===== src/verilog/dmr_pkg.sv =====
// Constants and carrier types for the DRAM mode-register and burst-order block.
// Assumes one 250 MHz clock and an APB register port.
package dmr_pkg;
	localparam int ADDR_W = 14;
	localparam int COL_W = 12;
	// Register select codes on the two bank-address bits.
	localparam logic [1:0] SEL_BASE = 2'h0;
	localparam logic [1:0] SEL_EXT = 2'h1;
	// Base register fields.
	localparam int BL_LSB = 0;
	localparam int BT_BIT = 3;
	localparam int LAT_LSB = 4;
	localparam int OPM_LSB = 7;
	localparam int DLLRST_BIT = 8;
	localparam logic [2:0] BL_CODE_2 = 3'h1;
	localparam logic [2:0] BL_CODE_4 = 3'h2;
	localparam logic [2:0] BL_CODE_8 = 3'h3;
	localparam logic [2:0] LAT_CODE_2 = 3'h2;
	localparam logic [2:0] LAT_CODE_25 = 3'h6;
	// Extended register fields: bit 0 disables the DLL, bit 1 selects reduced drive.
	localparam int EXT_DLLDIS_BIT = 0;
	localparam int EXT_DRIVE_BIT = 1;
	localparam logic [ADDR_W-1:0] BASE_RST = 14'h0;
	localparam logic [ADDR_W-1:0] EXT_RST = 14'h0;
	// Latency in half clocks: 2 clocks and 2.5 clocks.
	localparam logic [2:0] HALF_LAT_2 = 3'h4;
	localparam logic [2:0] HALF_LAT_25 = 3'h5;
	// DLL lock wait, in DRAM clocks.
	localparam int DLL_WAIT_CYC = 200;
	// APB map.
	localparam logic [7:0] OFS_CMD = 8'h00;
	localparam logic [7:0] OFS_BASE = 8'h04;
	localparam logic [7:0] OFS_EXT = 8'h08;
	localparam logic [7:0] OFS_READ = 8'h0c;
	localparam logic [7:0] OFS_STAT = 8'h10;
	localparam logic [7:0] OFS_ORDER = 8'h14;

	typedef struct packed {
		logic psel;
		logic penable;
		logic pwrite;
		logic [7:0] paddr;
		logic [31:0] pwdata;
	} dmr_apb_req_t;

	typedef struct packed {
		logic pready;
		logic pslverr;
		logic [31:0] prdata;
	} dmr_apb_rsp_t;
endpackage : dmr_pkg


===== src/verilog/dmr_mode_ctl.sv =====
// Mode registers, burst ordering and read-latency timing of a DDR memory device.
// Assumes a synchronous APB master; mode-register loads arrive as APB writes to the command word, read commands as writes to OFS_READ.
//
// Implementation choices: the register addresses and the APB interface to the registers.
`timescale 1ns/1ps
`default_nettype none
module dmr_mode_ctl #(
	parameter bit WIDE_COL = 1'b0,
	parameter int DLL_WAIT = dmr_pkg::DLL_WAIT_CYC
) (
	input wire logic clk,
	input wire logic sys_rst,
	input wire dmr_pkg::dmr_apb_req_t apb_req,
	output dmr_pkg::dmr_apb_rsp_t apb_rsp,
	input wire logic self_refresh_exit,
	output logic [dmr_pkg::COL_W-1:0] burst_col,
	output logic burst_valid,
	output logic read_data_valid,
	output logic read_half_phase,
	output logic dll_enabled,
	output logic drive_reduced
);
	import dmr_pkg::*;

	// The lock counter is 16 bits wide and the column logic is built for 12 column bits.
	if (DLL_WAIT < 1 || DLL_WAIT > 65535) begin : g_bad_wait
		$error("DLL_WAIT out of range");
	end
	if (COL_W != 12) begin : g_bad_col
		$error("COL_W must be 12");
	end

	typedef enum logic [2:0] {
		ST_IDLE = 3'b001,
		ST_BURST = 3'b010,
		ST_DONE = 3'b100
	} dmr_state_t;

	////////////////////////////////////////////////////////////////////////////
	// APB decode. Every access completes in its first access cycle.
	wire logic acc = apb_req.psel && apb_req.penable;
	wire logic wr = acc && apb_req.pwrite;
	wire logic hit_cmd = apb_req.paddr == OFS_CMD;
	wire logic hit_read = apb_req.paddr == OFS_READ;
	wire logic hit_base = apb_req.paddr == OFS_BASE;
	wire logic hit_ext = apb_req.paddr == OFS_EXT;
	wire logic hit_stat = apb_req.paddr == OFS_STAT;
	wire logic hit_order = apb_req.paddr == OFS_ORDER;
	wire logic mapped = hit_cmd || hit_read || hit_base || hit_ext || hit_stat || hit_order;
	// Command word: bits 13..0 op-code, bits 15..14 select (bank address).
	wire logic [1:0] cmd_sel = apb_req.pwdata[15:14];
	wire logic [ADDR_W-1:0] cmd_op = apb_req.pwdata[ADDR_W-1:0];
	wire logic load_base = wr && hit_cmd && cmd_sel == SEL_BASE;
	wire logic load_ext = wr && hit_cmd && cmd_sel == SEL_EXT;

	logic [ADDR_W-1:0] base_ff;
	logic [ADDR_W-1:0] ext_ff;
	logic dll_rst_ff;
	logic [15:0] dll_cnt_ff;
	logic dll_en_ff;
	logic [31:0] prdata_ff;

	// A8 is kept as a one-cycle reset request and never stored.
	wire logic [ADDR_W-1:0] nxt_base = load_base ? (cmd_op & ~(14'h1 << DLLRST_BIT)) : base_ff;
	wire logic dll_reset_req = load_base && cmd_op[ADDR_W-1:OPM_LSB] == 7'h02;
	wire logic dll_on_cmd = load_ext && !cmd_op[EXT_DLLDIS_BIT];
	wire logic nxt_dll_en = self_refresh_exit ? 1'b1
		: (load_ext ? !cmd_op[EXT_DLLDIS_BIT] : dll_en_ff);

	always_ff @(posedge clk) begin
		if (sys_rst) begin
			base_ff <= BASE_RST;
			ext_ff <= EXT_RST;
			// The DLL leaves reset enabled, as power-up initialisation requires.
			dll_en_ff <= 1'b1;
			dll_rst_ff <= 1'b0;
		end else begin
			base_ff <= nxt_base;
			if (load_ext) begin
				ext_ff <= cmd_op;
			end
			dll_en_ff <= nxt_dll_en;
			dll_rst_ff <= dll_reset_req;
		end
	end

	// Lock counter restarts on every DLL enable or reset except the enable at sys_rst, which clears it to zero; status shows when it has run out.
	always_ff @(posedge clk) begin
		if (sys_rst) begin
			dll_cnt_ff <= 16'h0;
		end else if (dll_reset_req || dll_on_cmd || self_refresh_exit) begin
			dll_cnt_ff <= DLL_WAIT[15:0];
		end else if (dll_cnt_ff != 16'h0) begin
			dll_cnt_ff <= dll_cnt_ff - 16'h1;
		end
	end

	assign dll_enabled = dll_en_ff;
	assign drive_reduced = ext_ff[EXT_DRIVE_BIT];

	////////////////////////////////////////////////////////////////////////////
	// Field decode.
	wire logic [2:0] bl_code = base_ff[BL_LSB+2:BL_LSB];
	wire logic seq_order = !base_ff[BT_BIT];
	wire logic [2:0] lat_code = base_ff[LAT_LSB+2:LAT_LSB];
	wire logic [2:0] step_mask = (bl_code == BL_CODE_8) ? 3'h7
		: (bl_code == BL_CODE_4) ? 3'h3 : 3'h1;
	wire logic [2:0] half_lat = (lat_code == LAT_CODE_25) ? HALF_LAT_25 : HALF_LAT_2;
	// Column bits above A9 are zero unless the wide organisation also uses A11.
	wire logic [COL_W-1:0] col_mask = WIDE_COL ? 12'hbff : 12'h3ff;

	////////////////////////////////////////////////////////////////////////////
	// Read command and burst address walk.
	dmr_state_t state_ff;
	dmr_state_t nxt_state;
	logic [COL_W-1:0] start_ff;
	logic [2:0] step_ff;
	logic [2:0] lat_cnt_ff;
	logic [COL_W-1:0] col_ff;
	logic burst_ff;

	wire logic read_cmd = wr && hit_read && state_ff == ST_IDLE;
	wire logic [2:0] low_start = start_ff[2:0] & step_mask;
	wire logic [2:0] seq_low = (low_start + step_ff) & step_mask;
	wire logic [2:0] il_low = (low_start ^ step_ff) & step_mask;
	wire logic [2:0] pick_low = seq_order ? seq_low : il_low;
	// Block bits come from the start address and never change, so the burst wraps in place.
	wire logic [COL_W-1:0] nxt_col = {start_ff[COL_W-1:3], 3'h0}
		| {9'h0, start_ff[2:0] & ~step_mask} | {9'h0, pick_low};
	// Two half clocks pass per edge. Once fewer than four halves remain the next edge launches
	// data; a leftover half clock is shown on read_half_phase rather than costing an edge.
	localparam logic [2:0] HALF_PER_CLK = 3'h2;
	localparam logic [2:0] LAST_HALVES = 3'h3;
	wire logic lat_done = lat_cnt_ff <= LAST_HALVES;
	wire logic last_step = step_ff == step_mask;

	always_comb begin
		nxt_state = state_ff;
		case (state_ff)
			ST_IDLE: begin
				if (read_cmd) begin
					nxt_state = ST_BURST;
				end
			end
			ST_BURST: begin
				if (lat_done && last_step) begin
					nxt_state = ST_DONE;
				end
			end
			ST_DONE: nxt_state = ST_IDLE;
			default: nxt_state = ST_IDLE;
		endcase
	end

	// Latency counts in half clocks; two half clocks are spent per clock edge.
	always_ff @(posedge clk) begin
		if (sys_rst) begin
			state_ff <= ST_IDLE;
			start_ff <= '0;
			step_ff <= 3'h0;
			lat_cnt_ff <= 3'h0;
			col_ff <= '0;
			burst_ff <= 1'b0;
		end else begin
			state_ff <= nxt_state;
			burst_ff <= 1'b0;
			if (read_cmd) begin
				start_ff <= apb_req.pwdata[COL_W-1:0] & col_mask;
				step_ff <= 3'h0;
				lat_cnt_ff <= half_lat;
			end else if (state_ff == ST_BURST) begin
				if (!lat_done) begin
					lat_cnt_ff <= lat_cnt_ff - HALF_PER_CLK;
				end else begin
					col_ff <= nxt_col;
					burst_ff <= 1'b1;
					step_ff <= step_ff + 3'h1;
				end
			end
		end
	end

	assign burst_col = col_ff;
	assign burst_valid = burst_ff;
	assign read_data_valid = burst_ff;
	// High when the first data lands half a clock after the edge (latency 2.5).
	assign read_half_phase = burst_ff && half_lat[0];

	////////////////////////////////////////////////////////////////////////////
	// Read data and answer.
	wire logic [31:0] stat_word = {14'h0, dll_cnt_ff == 16'h0, dll_rst_ff,
		dll_en_ff, state_ff == ST_IDLE, dll_cnt_ff[11:0], 2'h0};
	wire logic [31:0] rd_mux = hit_base ? {18'h0, base_ff}
		: hit_ext ? {18'h0, ext_ff}
		: hit_stat ? stat_word
		: hit_order ? {20'h0, col_ff} : 32'h0;

	// Read data is captured in the setup cycle so that it already stands when pready is
	// sampled; a register that moves between setup and access shows its setup value.
	always_ff @(posedge clk) begin
		if (sys_rst) begin
			prdata_ff <= 32'h0;
		end else if (apb_req.psel && !apb_req.penable && !apb_req.pwrite) begin
			prdata_ff <= rd_mux;
		end
	end

	assign apb_rsp.pready = 1'b1;
	assign apb_rsp.pslverr = acc && !mapped;
	assign apb_rsp.prdata = prdata_ff;

	////////////////////////////////////////////////////////////////////////////
	// Checks on the registers, the DLL controls and the burst walk.
	a_ext_holds: assert property (@(posedge clk) disable iff (sys_rst)
		load_base |=> $stable(ext_ff))
		else $error("extended register changed on a base load");
	a_base_holds: assert property (@(posedge clk) disable iff (sys_rst)
		load_ext |=> $stable(base_ff))
		else $error("base register changed on an extended load");
	a_a8_clears: assert property (@(posedge clk) disable iff (sys_rst)
		!base_ff[DLLRST_BIT])
		else $error("DLL reset bit was stored");
	a_dll_rst_pulse: assert property (@(posedge clk) disable iff (sys_rst)
		dll_reset_req |=> dll_rst_ff ##1 !dll_rst_ff || dll_reset_req)
		else $error("DLL reset pulse wrong");
	a_sr_exit_dll: assert property (@(posedge clk) disable iff (sys_rst)
		self_refresh_exit |=> dll_en_ff)
		else $error("DLL not enabled after self refresh exit");
	a_in_block: assert property (@(posedge clk) disable iff (sys_rst)
		burst_ff |-> (col_ff & ~{9'h0, step_mask}) == (start_ff & ~{9'h0, step_mask}))
		else $error("burst left its block");
	a_first_col: assert property (@(posedge clk) disable iff (sys_rst)
		burst_ff && $past(step_ff) == 3'h0 |-> col_ff == start_ff)
		else $error("burst did not start at start column");
	a_lat_two: assert property (@(posedge clk) disable iff (sys_rst)
		read_cmd && lat_code == LAT_CODE_2 |=> !burst_ff ##1 !burst_ff ##1 burst_ff)
		else $error("latency 2 first data off its edge");
	a_drive_bit: assert property (@(posedge clk) disable iff (sys_rst)
		load_ext |=> drive_reduced == $past(cmd_op[EXT_DRIVE_BIT]))
		else $error("drive strength not taken");
	a_lat_half: assert property (@(posedge clk) disable iff (sys_rst)
		read_cmd && lat_code == LAT_CODE_25 |=> !burst_ff ##1 !burst_ff
		##1 (burst_ff && read_half_phase))
		else $error("latency 2.5 first data off its edge");
	a_half_only: assert property (@(posedge clk) disable iff (sys_rst)
		read_half_phase |-> lat_code == LAT_CODE_25)
		else $error("half clock flagged without latency 2.5");
	a_seq_next: assert property (@(posedge clk) disable iff (sys_rst)
		burst_ff && $past(burst_ff) && seq_order
		|-> (col_ff[2:0] & step_mask) == (($past(col_ff[2:0]) + 3'h1) & step_mask))
		else $error("sequential burst skipped a column");
	a_il_next: assert property (@(posedge clk) disable iff (sys_rst)
		burst_ff && !seq_order
		|-> ((col_ff[2:0] ^ start_ff[2:0]) & step_mask) == ($past(step_ff) & step_mask))
		else $error("interleaved burst out of order");
	a_burst_stop: assert property (@(posedge clk) disable iff (sys_rst)
		burst_ff && $past(step_ff) == step_mask |=> !burst_ff)
		else $error("burst ran past its length");
	a_col_range: assert property (@(posedge clk) disable iff (sys_rst)
		burst_ff |-> (col_ff & ~col_mask) == '0)
		else $error("burst column outside the column bits");
	a_block_bits: assert property (@(posedge clk) disable iff (sys_rst)
		burst_ff |-> col_ff[COL_W-1:3] == start_ff[COL_W-1:3])
		else $error("burst moved its block address");
	a_dll_wait: assert property (@(posedge clk) disable iff (sys_rst)
		dll_reset_req || dll_on_cmd || self_refresh_exit |=> dll_cnt_ff == DLL_WAIT[15:0])
		else $error("DLL lock wait not restarted");
	a_ext_dll_bit: assert property (@(posedge clk) disable iff (sys_rst)
		load_ext && !self_refresh_exit |=> dll_en_ff == !$past(cmd_op[EXT_DLLDIS_BIT]))
		else $error("DLL enable not taken from extended register");
	a_reserved_sel: assert property (@(posedge clk) disable iff (sys_rst)
		wr && hit_cmd && cmd_sel[1] |=> $stable(base_ff) && $stable(ext_ff))
		else $error("reserved select changed a mode register");
	a_base_load: assert property (@(posedge clk) disable iff (sys_rst)
		load_base |=> base_ff[OPM_LSB-1:0] == $past(cmd_op[OPM_LSB-1:0]))
		else $error("base burst and latency fields not stored");
endmodule : dmr_mode_ctl
`default_nettype wire


===== config.mk =====
export PLATFORM = sky130hd
export DESIGN_NAME = dmr_mode_ctl
export DESIGN_NICKNAME = d
export VERILOG_FILES = /design/src/verilog/dmr_pkg.sv /design/src/verilog/dmr_mode_ctl.sv
export SDC_FILE = /design/constraint.sdc
export NUM_CORES = 1
export LEC_CHECK = 0
export BUFFER_PORTS_ARGS = -buffer_cell sky130_fd_sc_hd__clkbuf_2
export CORE_ASPECT_RATIO = 0.5
export CORE_MARGIN = 3
export CORE_UTILIZATION = 49
export CTS_CLUSTER_DIAMETER = 120
export DETAILED_ROUTE_END_ITERATION = 7
export GPL_TIMING_DRIVEN = 0
export MAX_ROUTING_LAYER = met4
export PLACE_DENSITY = 0.73
export SYNTH_ARGS = -nofsm -noshare
export SYNTH_HDL_FRONTEND = slang
export SYNTH_SLANG_ARGS = --single-unit

===== constraint.sdc =====
create_clock -name clk -period 2 [get_ports clk]
set_clock_uncertainty 0.15 [all_clocks]
set_input_delay 0.2 -clock clk [delete_from_list [all_inputs] [get_ports clk]]
set_output_delay 0.2 -clock clk [all_outputs]
set_load 0.05 [all_outputs]

# After elaboration in Yosys (flattened, before gate mapping)
# Cells that the tools add are included.
[word_totals]
regBits = 109
inputBits = 46
output_inout_bits = 51
elab_cells = 100
[classes]
add_sub_neg = 4
magnitude_cmp = 1
n_eq_ne = 16
mux = 17
n_bitwise = 10
reduce_logical = 39
[op_table]
columns = ["op", "n"]
rows = [
  ["18-bit 2-to-1 mux", 3],
  ["3-bit 2-to-1 mux", 7],
  ["10-bit by 3-bit OR with 10-bit output", 2],
  ["8-bit by 4-bit equality test with 1-bit output (second input constant)", 2],
  ["8-bit by 5-bit equality test with 1-bit output (second input constant)", 2],
  ["16-bit zero test", 1],
  ["8-bit 2-to-1 mux", 2],
  ["16-bit nonzero test", 1],
  ["16-bit by 1-bit subtractor with 16-bit output (second input constant)", 1],
  ["1-bit logical AND", 14],
  ["3-bit bitwise AND", 4],
  ["12-bit 2-to-1 mux", 1],
  ["3-bit by 2-bit equality test with 1-bit output (second input constant)", 3],
  ["8-bit by 3-bit equality test with 1-bit output (second input constant)", 1],
  ["8-bit zero test", 1],
  ["7-bit by 2-bit equality test with 1-bit output (second input constant)", 1],
  ["1-bit logical OR", 7],
  ["2-bit inequality test (second input constant)", 3],
  ["3-bit case mux with 2 select lines", 1],
  ["2-bit AND reduction", 3],
  ["2-bit OR reduction", 3],
  ["1-bit zero test", 4],
  ["2-bit nonzero test", 2],
  ["3-bit by 1-bit adder with 3-bit output (second input constant)", 1],
  ["other kinds (15)", 17],
]

# Longest topological paths before layout
[depth]
depth_word = 8
depth_mapped = 8
ltp_nobuf = 7

# Worst setup path before layout
# OpenSTA, ideal clock, no wires.
[synth_path]
path_type = "register -> output"
start = "reg burst_ff (netlist: burst_valid)"
end = "out read_half_phase"
arrival_time_ns = 1.851
required_time_ns = 1.650
path_slack_ns = -0.201
path_stages_with_launch = 2
cell_sequence = "dfxtp_1 -> nor3b_1"
[synth_via]
elab_chain_cells = 1
[synth_rtl]
columns = ["element", "line", "rtl"]
rows = [
  ["start: declaration", "dmr_mode_ctl.sv:120", "logic burst_ff;"],
  ["start signal: assignment", "dmr_mode_ctl.sv:163", "burst_ff <= 1'b0;"],
  ["start signal: assignment", "dmr_mode_ctl.sv:166", "burst_ff <= 1'b0;"],
  ["start signal: assignment", "dmr_mode_ctl.sv:176", "burst_ff <= 1'b1;"],
  ["1-bit logical AND", "dmr_mode_ctl.sv:187", "assign read_half_phase = burst_ff && half_lat[0];"],
  ["end: declaration", "dmr_mode_ctl.sv:19", "output logic read_half_phase,"],
]
# Every way passes these cells.

# Final worst setup path
[layout_path]
start = "reg dll_cnt_ff[1]"
end = "reg dll_cnt_ff[9]"
[layout_via]
elab_chain_cells = 1
elab_cells_between_ends = 2
classes_between = "add/sub: 1; reduce/logical: 1"
[layout_rtl]
columns = ["element", "line", "rtl"]
rows = [
  ["start: declaration", "dmr_mode_ctl.sv:59", "logic [15:0] dll_cnt_ff;"],
  ["start signal: assignment", "dmr_mode_ctl.sv:92", "dll_cnt_ff <= DLL_WAIT[15:0];"],
  ["start signal: assignment", "dmr_mode_ctl.sv:94", "dll_cnt_ff <= dll_cnt_ff - 16'h1;"],
  ["16-bit by 1-bit subtractor with 16-bit output or 16-bit nonzero test (tied branches)", "dmr_mode_ctl.sv:94, dmr_mode_ctl.sv:93", ""],
]
# Parallel ways exist; a longest one is shown, timed or not.
# A chain may end at the register's enable or synchronous reset.

==> flow_summary.json <==
{
  "cts-root-buf": "clkbuf_16",
  "power.share.sequential": 0.421,
  "max_freq_ghz": 0.4728,
  "ys_seq_area_frac": 0.4220,
  "syn_inst": 521,
  "fin_nets": 696,
  "drv_cap": 0,
  "drc": 0,
  "antenna_found_initial": 0,
  "cts_sinks": 93,
  "worstSkewPairLatency_ns": 0.34,
  "path_max_fanout": 7,
  "start_util": 0.5268,
  "arrival_ns": 2.24,
  "fillCellCount": 688,
  "relSlewSlack": 0.5660,
  "ant_nets": 0,
  "drt_pass1_iterations": 5,
  "avgRoutedWirePerCell_um": 17.23,
  "start_kind": "flop",
  "setup_violations": 4,
  "clkPwrFrac": 0.379,
  "p_sw_w": 0.001316,
  "globalplace.congestion": 0.8691,
  "rsz0062_at_grt": "yes",
  "grt_overflow": 0,
  "status": "complete, but fails checks",
  "crit_path_frequent_cell": "or4_4",
  "path_buf_inv": 0,
  "drt_iter0_markers": 417,
  "cts_tree": "built",
  "area_delta_synth_final_pct": 31.51,
  "ff2ff_path_depth": 4,
  "timing.rr.end": "dll_cnt_ff[9]",
  "p_sw_frac": 0.2806,
  "ys.warnings.count": 0,
  "critical_path_class": "flop to flop",
  "drive_gt1_frac": 0.2824,
  "dp_hpwl_um": 8902,
  "timing.final.crit_period_ns": 2.115,
  "num_rows": 23,
  "critical-path-slowest-cell": "or4_4",
  "crit_chain": "or4_4 > or4_4 > or3_1 > a21oi_2",
  "report.final.slew_viol_count": 0,
  "ys_seq_elements": 93,
  "cp_top_family": "simple AND/OR/NAND/NOR gates",
  "peakVddDrop_mv": 0.5735,
  "finalCritPeriodShare": 1.058,
  "leakagePower_nw": 2.347,
  "dieArea_um2": 10250,
  "cts_buffer_depth": 2,
  "worstMarginPinSlew_ns": 0.6511,
  "holdPathStages": 3,
  "rrSetupSlack_ns": -0.12,
  "timing.hold.ws_ns": 0.01253,
  "hp-class": "input pin to flop",
  "htree_levels": 3,
  "grt_max_degree": 15,
  "worstHoldStart": "apb_req[4]",
  "ios": 97,
  "grt_use_total": 0.2633,
  "routed_wl_um": 13090,
  "power_w": 0.004689,
  "insertedDiodeCount": 0,
  "critPathMaxStageDelay_ns": 0.54,
  "vias": 4260,
  "grt_pass1_wl_um": 20300,
  "avgSynthCellArea_um2": 8.468,
  "r2r_start": "dll_cnt_ff[1]",
  "fin_ws_ns": -0.1152,
  "synth_cell_type_count": 55,
  "min_to": "ext_ff[4]",
  "path_clk_slew_ns": 0.06,
  "hold_viol_final": 0,
  "core_area_um2": 8374,
  "async_flop_share": 0,
  "synth-edff-count": 0,
  "intPower_w": 0.003373,
  "cp.required_ns": 2.12,
  "yosys_most_used_dff": "dfxtp_1",
  "die_y_um": 73.10,
  "pwr-share-comb": 0.200,
  "power.density_nw_per_um2": 808.2,
  "syn_area_um2": 4412,
  "vias_per_cell": 5.605,
  "cts_buffers": 9,
  "worstSetupEndpointType": "flop",
  "failed_checks": "setup timing",
  "grt_pass1_vias": 3951,
  "fin_util": 0.6928,
  "portBuffers": 61,
  "die_x_um": 140.2
}
==> routing by layer <==
| metal | global-route usage | part of all wire |
|---|---|---|
| met2 | 0.4290 | 0.48 |
| met3 | 0.06283 | 0.088 |
| met1 | 0.3246 | 0.41 |
| met5 | - | 0 |
| met4 | 0.09345 | 0.023 |
==> cell usage in the layout, fill, tap and decap left out, drive strengths merged, types with 3 or more instances in the layout <==
cell type / netlist / layout
dfxtp: 93 / 93
clkbuf: 22 / 93
nor2: 88 / 88
buf: 25 / 50
nand2: 48 / 48
a21oi: 41 / 41
mux2i: 35 / 35
nand3: 23 / 23
conb: 2 / 17
a22oi: 14 / 14
o21ai: 14 / 14
dlygate4sd3: 0 / 13
nor3: 12 / 12
nor4: 11 / 11
xnor2: 10 / 10
nand2b: 7 / 7
or4: 7 / 7
or3: 7 / 7
ha: 6 / 6
nor3b: 6 / 6
inv: 5 / 5
nor2b: 5 / 5
a2111oi: 4 / 4
and2: 4 / 4
xor2: 3 / 3
o211ai: 3 / 3
==> per-stage QoR <==
stage	instances	setup WS, ns	setup TNS [ns]	cell area [um^2]
2_1_floorplan	536	-0.07470	-0.3255	4541
3_3_place_gp	709	-0.4680	-26.18	4986
3_5_place_dp	709	-0.4593	-25.94	4986
4_1_cts	750	-0.07828	-0.2901	5674
5_1_grt	760	-0.1738	-1.492	5802
6_report	760	-0.1152	-0.2253	5802
==> area by class of cell <==
type,count,area [um^2],area share
plain buffers,43,266.5,0.04593
clock buffers,13,270.3,0.04658
clock inverters,3,42.54,0.007332
inverters,5,18.77,0.003235
multi-input cells,391,2545,0.4386
flip-flops and latches,93,1877,0.3235
well taps,112,140.1,0.02415
repair buffers,100,641.9,0.1106
==> power groups by stage <==
stage                     clock, W  combinational (W)  sequential (W)
final                      0.00178           0.000937         0.00198
after floorplan                  0           0.000499         0.00202
after CTS                  0.00179           0.000850         0.00198
after global placement           0           0.000691         0.00199
after global routing       0.00187            0.00101         0.00198
after detailed placement         0           0.000699         0.00200
==> synth_stat cells, types with 2 or more instances <==
cell       number  area [um^2]
a2111oi_0       4        35.03
a211oi_1        2        15.01
a21oi_1        41        205.2
a221oi_1        2        17.52
a22oi_1        14        105.1
and2_1          4        25.02
buf_1           3        11.26
buf_2           2        10.01
buf_4          19        142.6
clkbuf_1       22        82.58
conb_1          2        7.510
dfxtp_1        93         1862
ha_1            6        75.07
inv_1           5        18.77
mux2i_1        35        350.3
nand2_1        47        176.4
nand2b_1        7        43.79
nand3_1        23        115.1
nand4_1         2        12.51
nor2_1         88        330.3
nor2b_1         5        31.28
nor3_1         11        55.05
nor3b_1         5        37.54
nor4_1          6        37.54
nor4_2          3        37.54
nor4_4          2        42.54
nor4b_1         2        17.52
o211ai_1        3        22.52
o21ai_0        13        65.06
o22ai_1         2        12.51
or3_1           7        43.79
or3b_2          2        17.52
or4_1           6        45.04
xnor2_1        10        87.58
xor2_1          3        26.28
==> state kept, by name, indices dropped and copies added, names as in the netlist, 10 cells and up <==
| register | cells |
|---|---|
| prdata_ff | 18 |
| dll_cnt_ff | 16 |
| ext_ff | 14 |
| base_ff | 13 |
| burst_col | 10 |
| start_ff | 10 |
==> cells by family (layout without fill, tap and decap cells) <==
| logic type | after synthesis | count (layout) | share of synthesized area |
|---|---|---|---|
| AND/OR/NAND/NOR | 229 | 229 | 0.2606 |
| flip-flops | 93 | 93 | 0.4220 |
| AO/OA/AOI/OAI | 89 | 89 | 0.1228 |
| buffers and inverters | 52 | 164 | 0.06353 |
| multiplexers | 36 | 36 | 0.08196 |
| XOR/XNOR | 13 | 13 | 0.02581 |
| adder cells (fa/ha/maj) | 7 | 7 | 0.02155 |
| other | 2 | 17 | 0.001702 |
==> how the worst max path moves through the flow <==
| stage | end | slack [ns] | cells after the start | startpoint |
|---|---|---|---|---|
| floorplan | dll_cnt_ff[8] | -0.07 | 7 | dll_cnt_ff[0] |
| global placement | start_ff[6] | -0.47 | 7 | apb_req[36] |
| detailed placement | start_ff[6] | -0.46 | 7 | apb_req[36] |
| CTS | dll_cnt_ff[9] | -0.08 | 4 | dll_cnt_ff[1] |
| global route | dll_cnt_ff[9] | -0.17 | 4 | dll_cnt_ff[1] |
| finish | dll_cnt_ff[9] | -0.12 | 4 | dll_cnt_ff[1] |
==> tightest hold or removal path, delay by kind of cell <==
kind                   cells  cell delay (ns)
AO/OA/AOI/OAI              1             0.06
buffers and inverters      1             0.12
AND/OR/NAND/NOR            1             0.08
==> what timing repair did <==
action | CTS | global route
setup buffers | 14 | 12
pin swaps | 16 | 10
gates resized for setup | 38 | 24
endpoints found under the setup margin | 52 | 69
hold buffers | 13 | 0
endpoints found under the hold margin | 17 | 0
No activity file was read; power rests on OpenSTA's default activity.
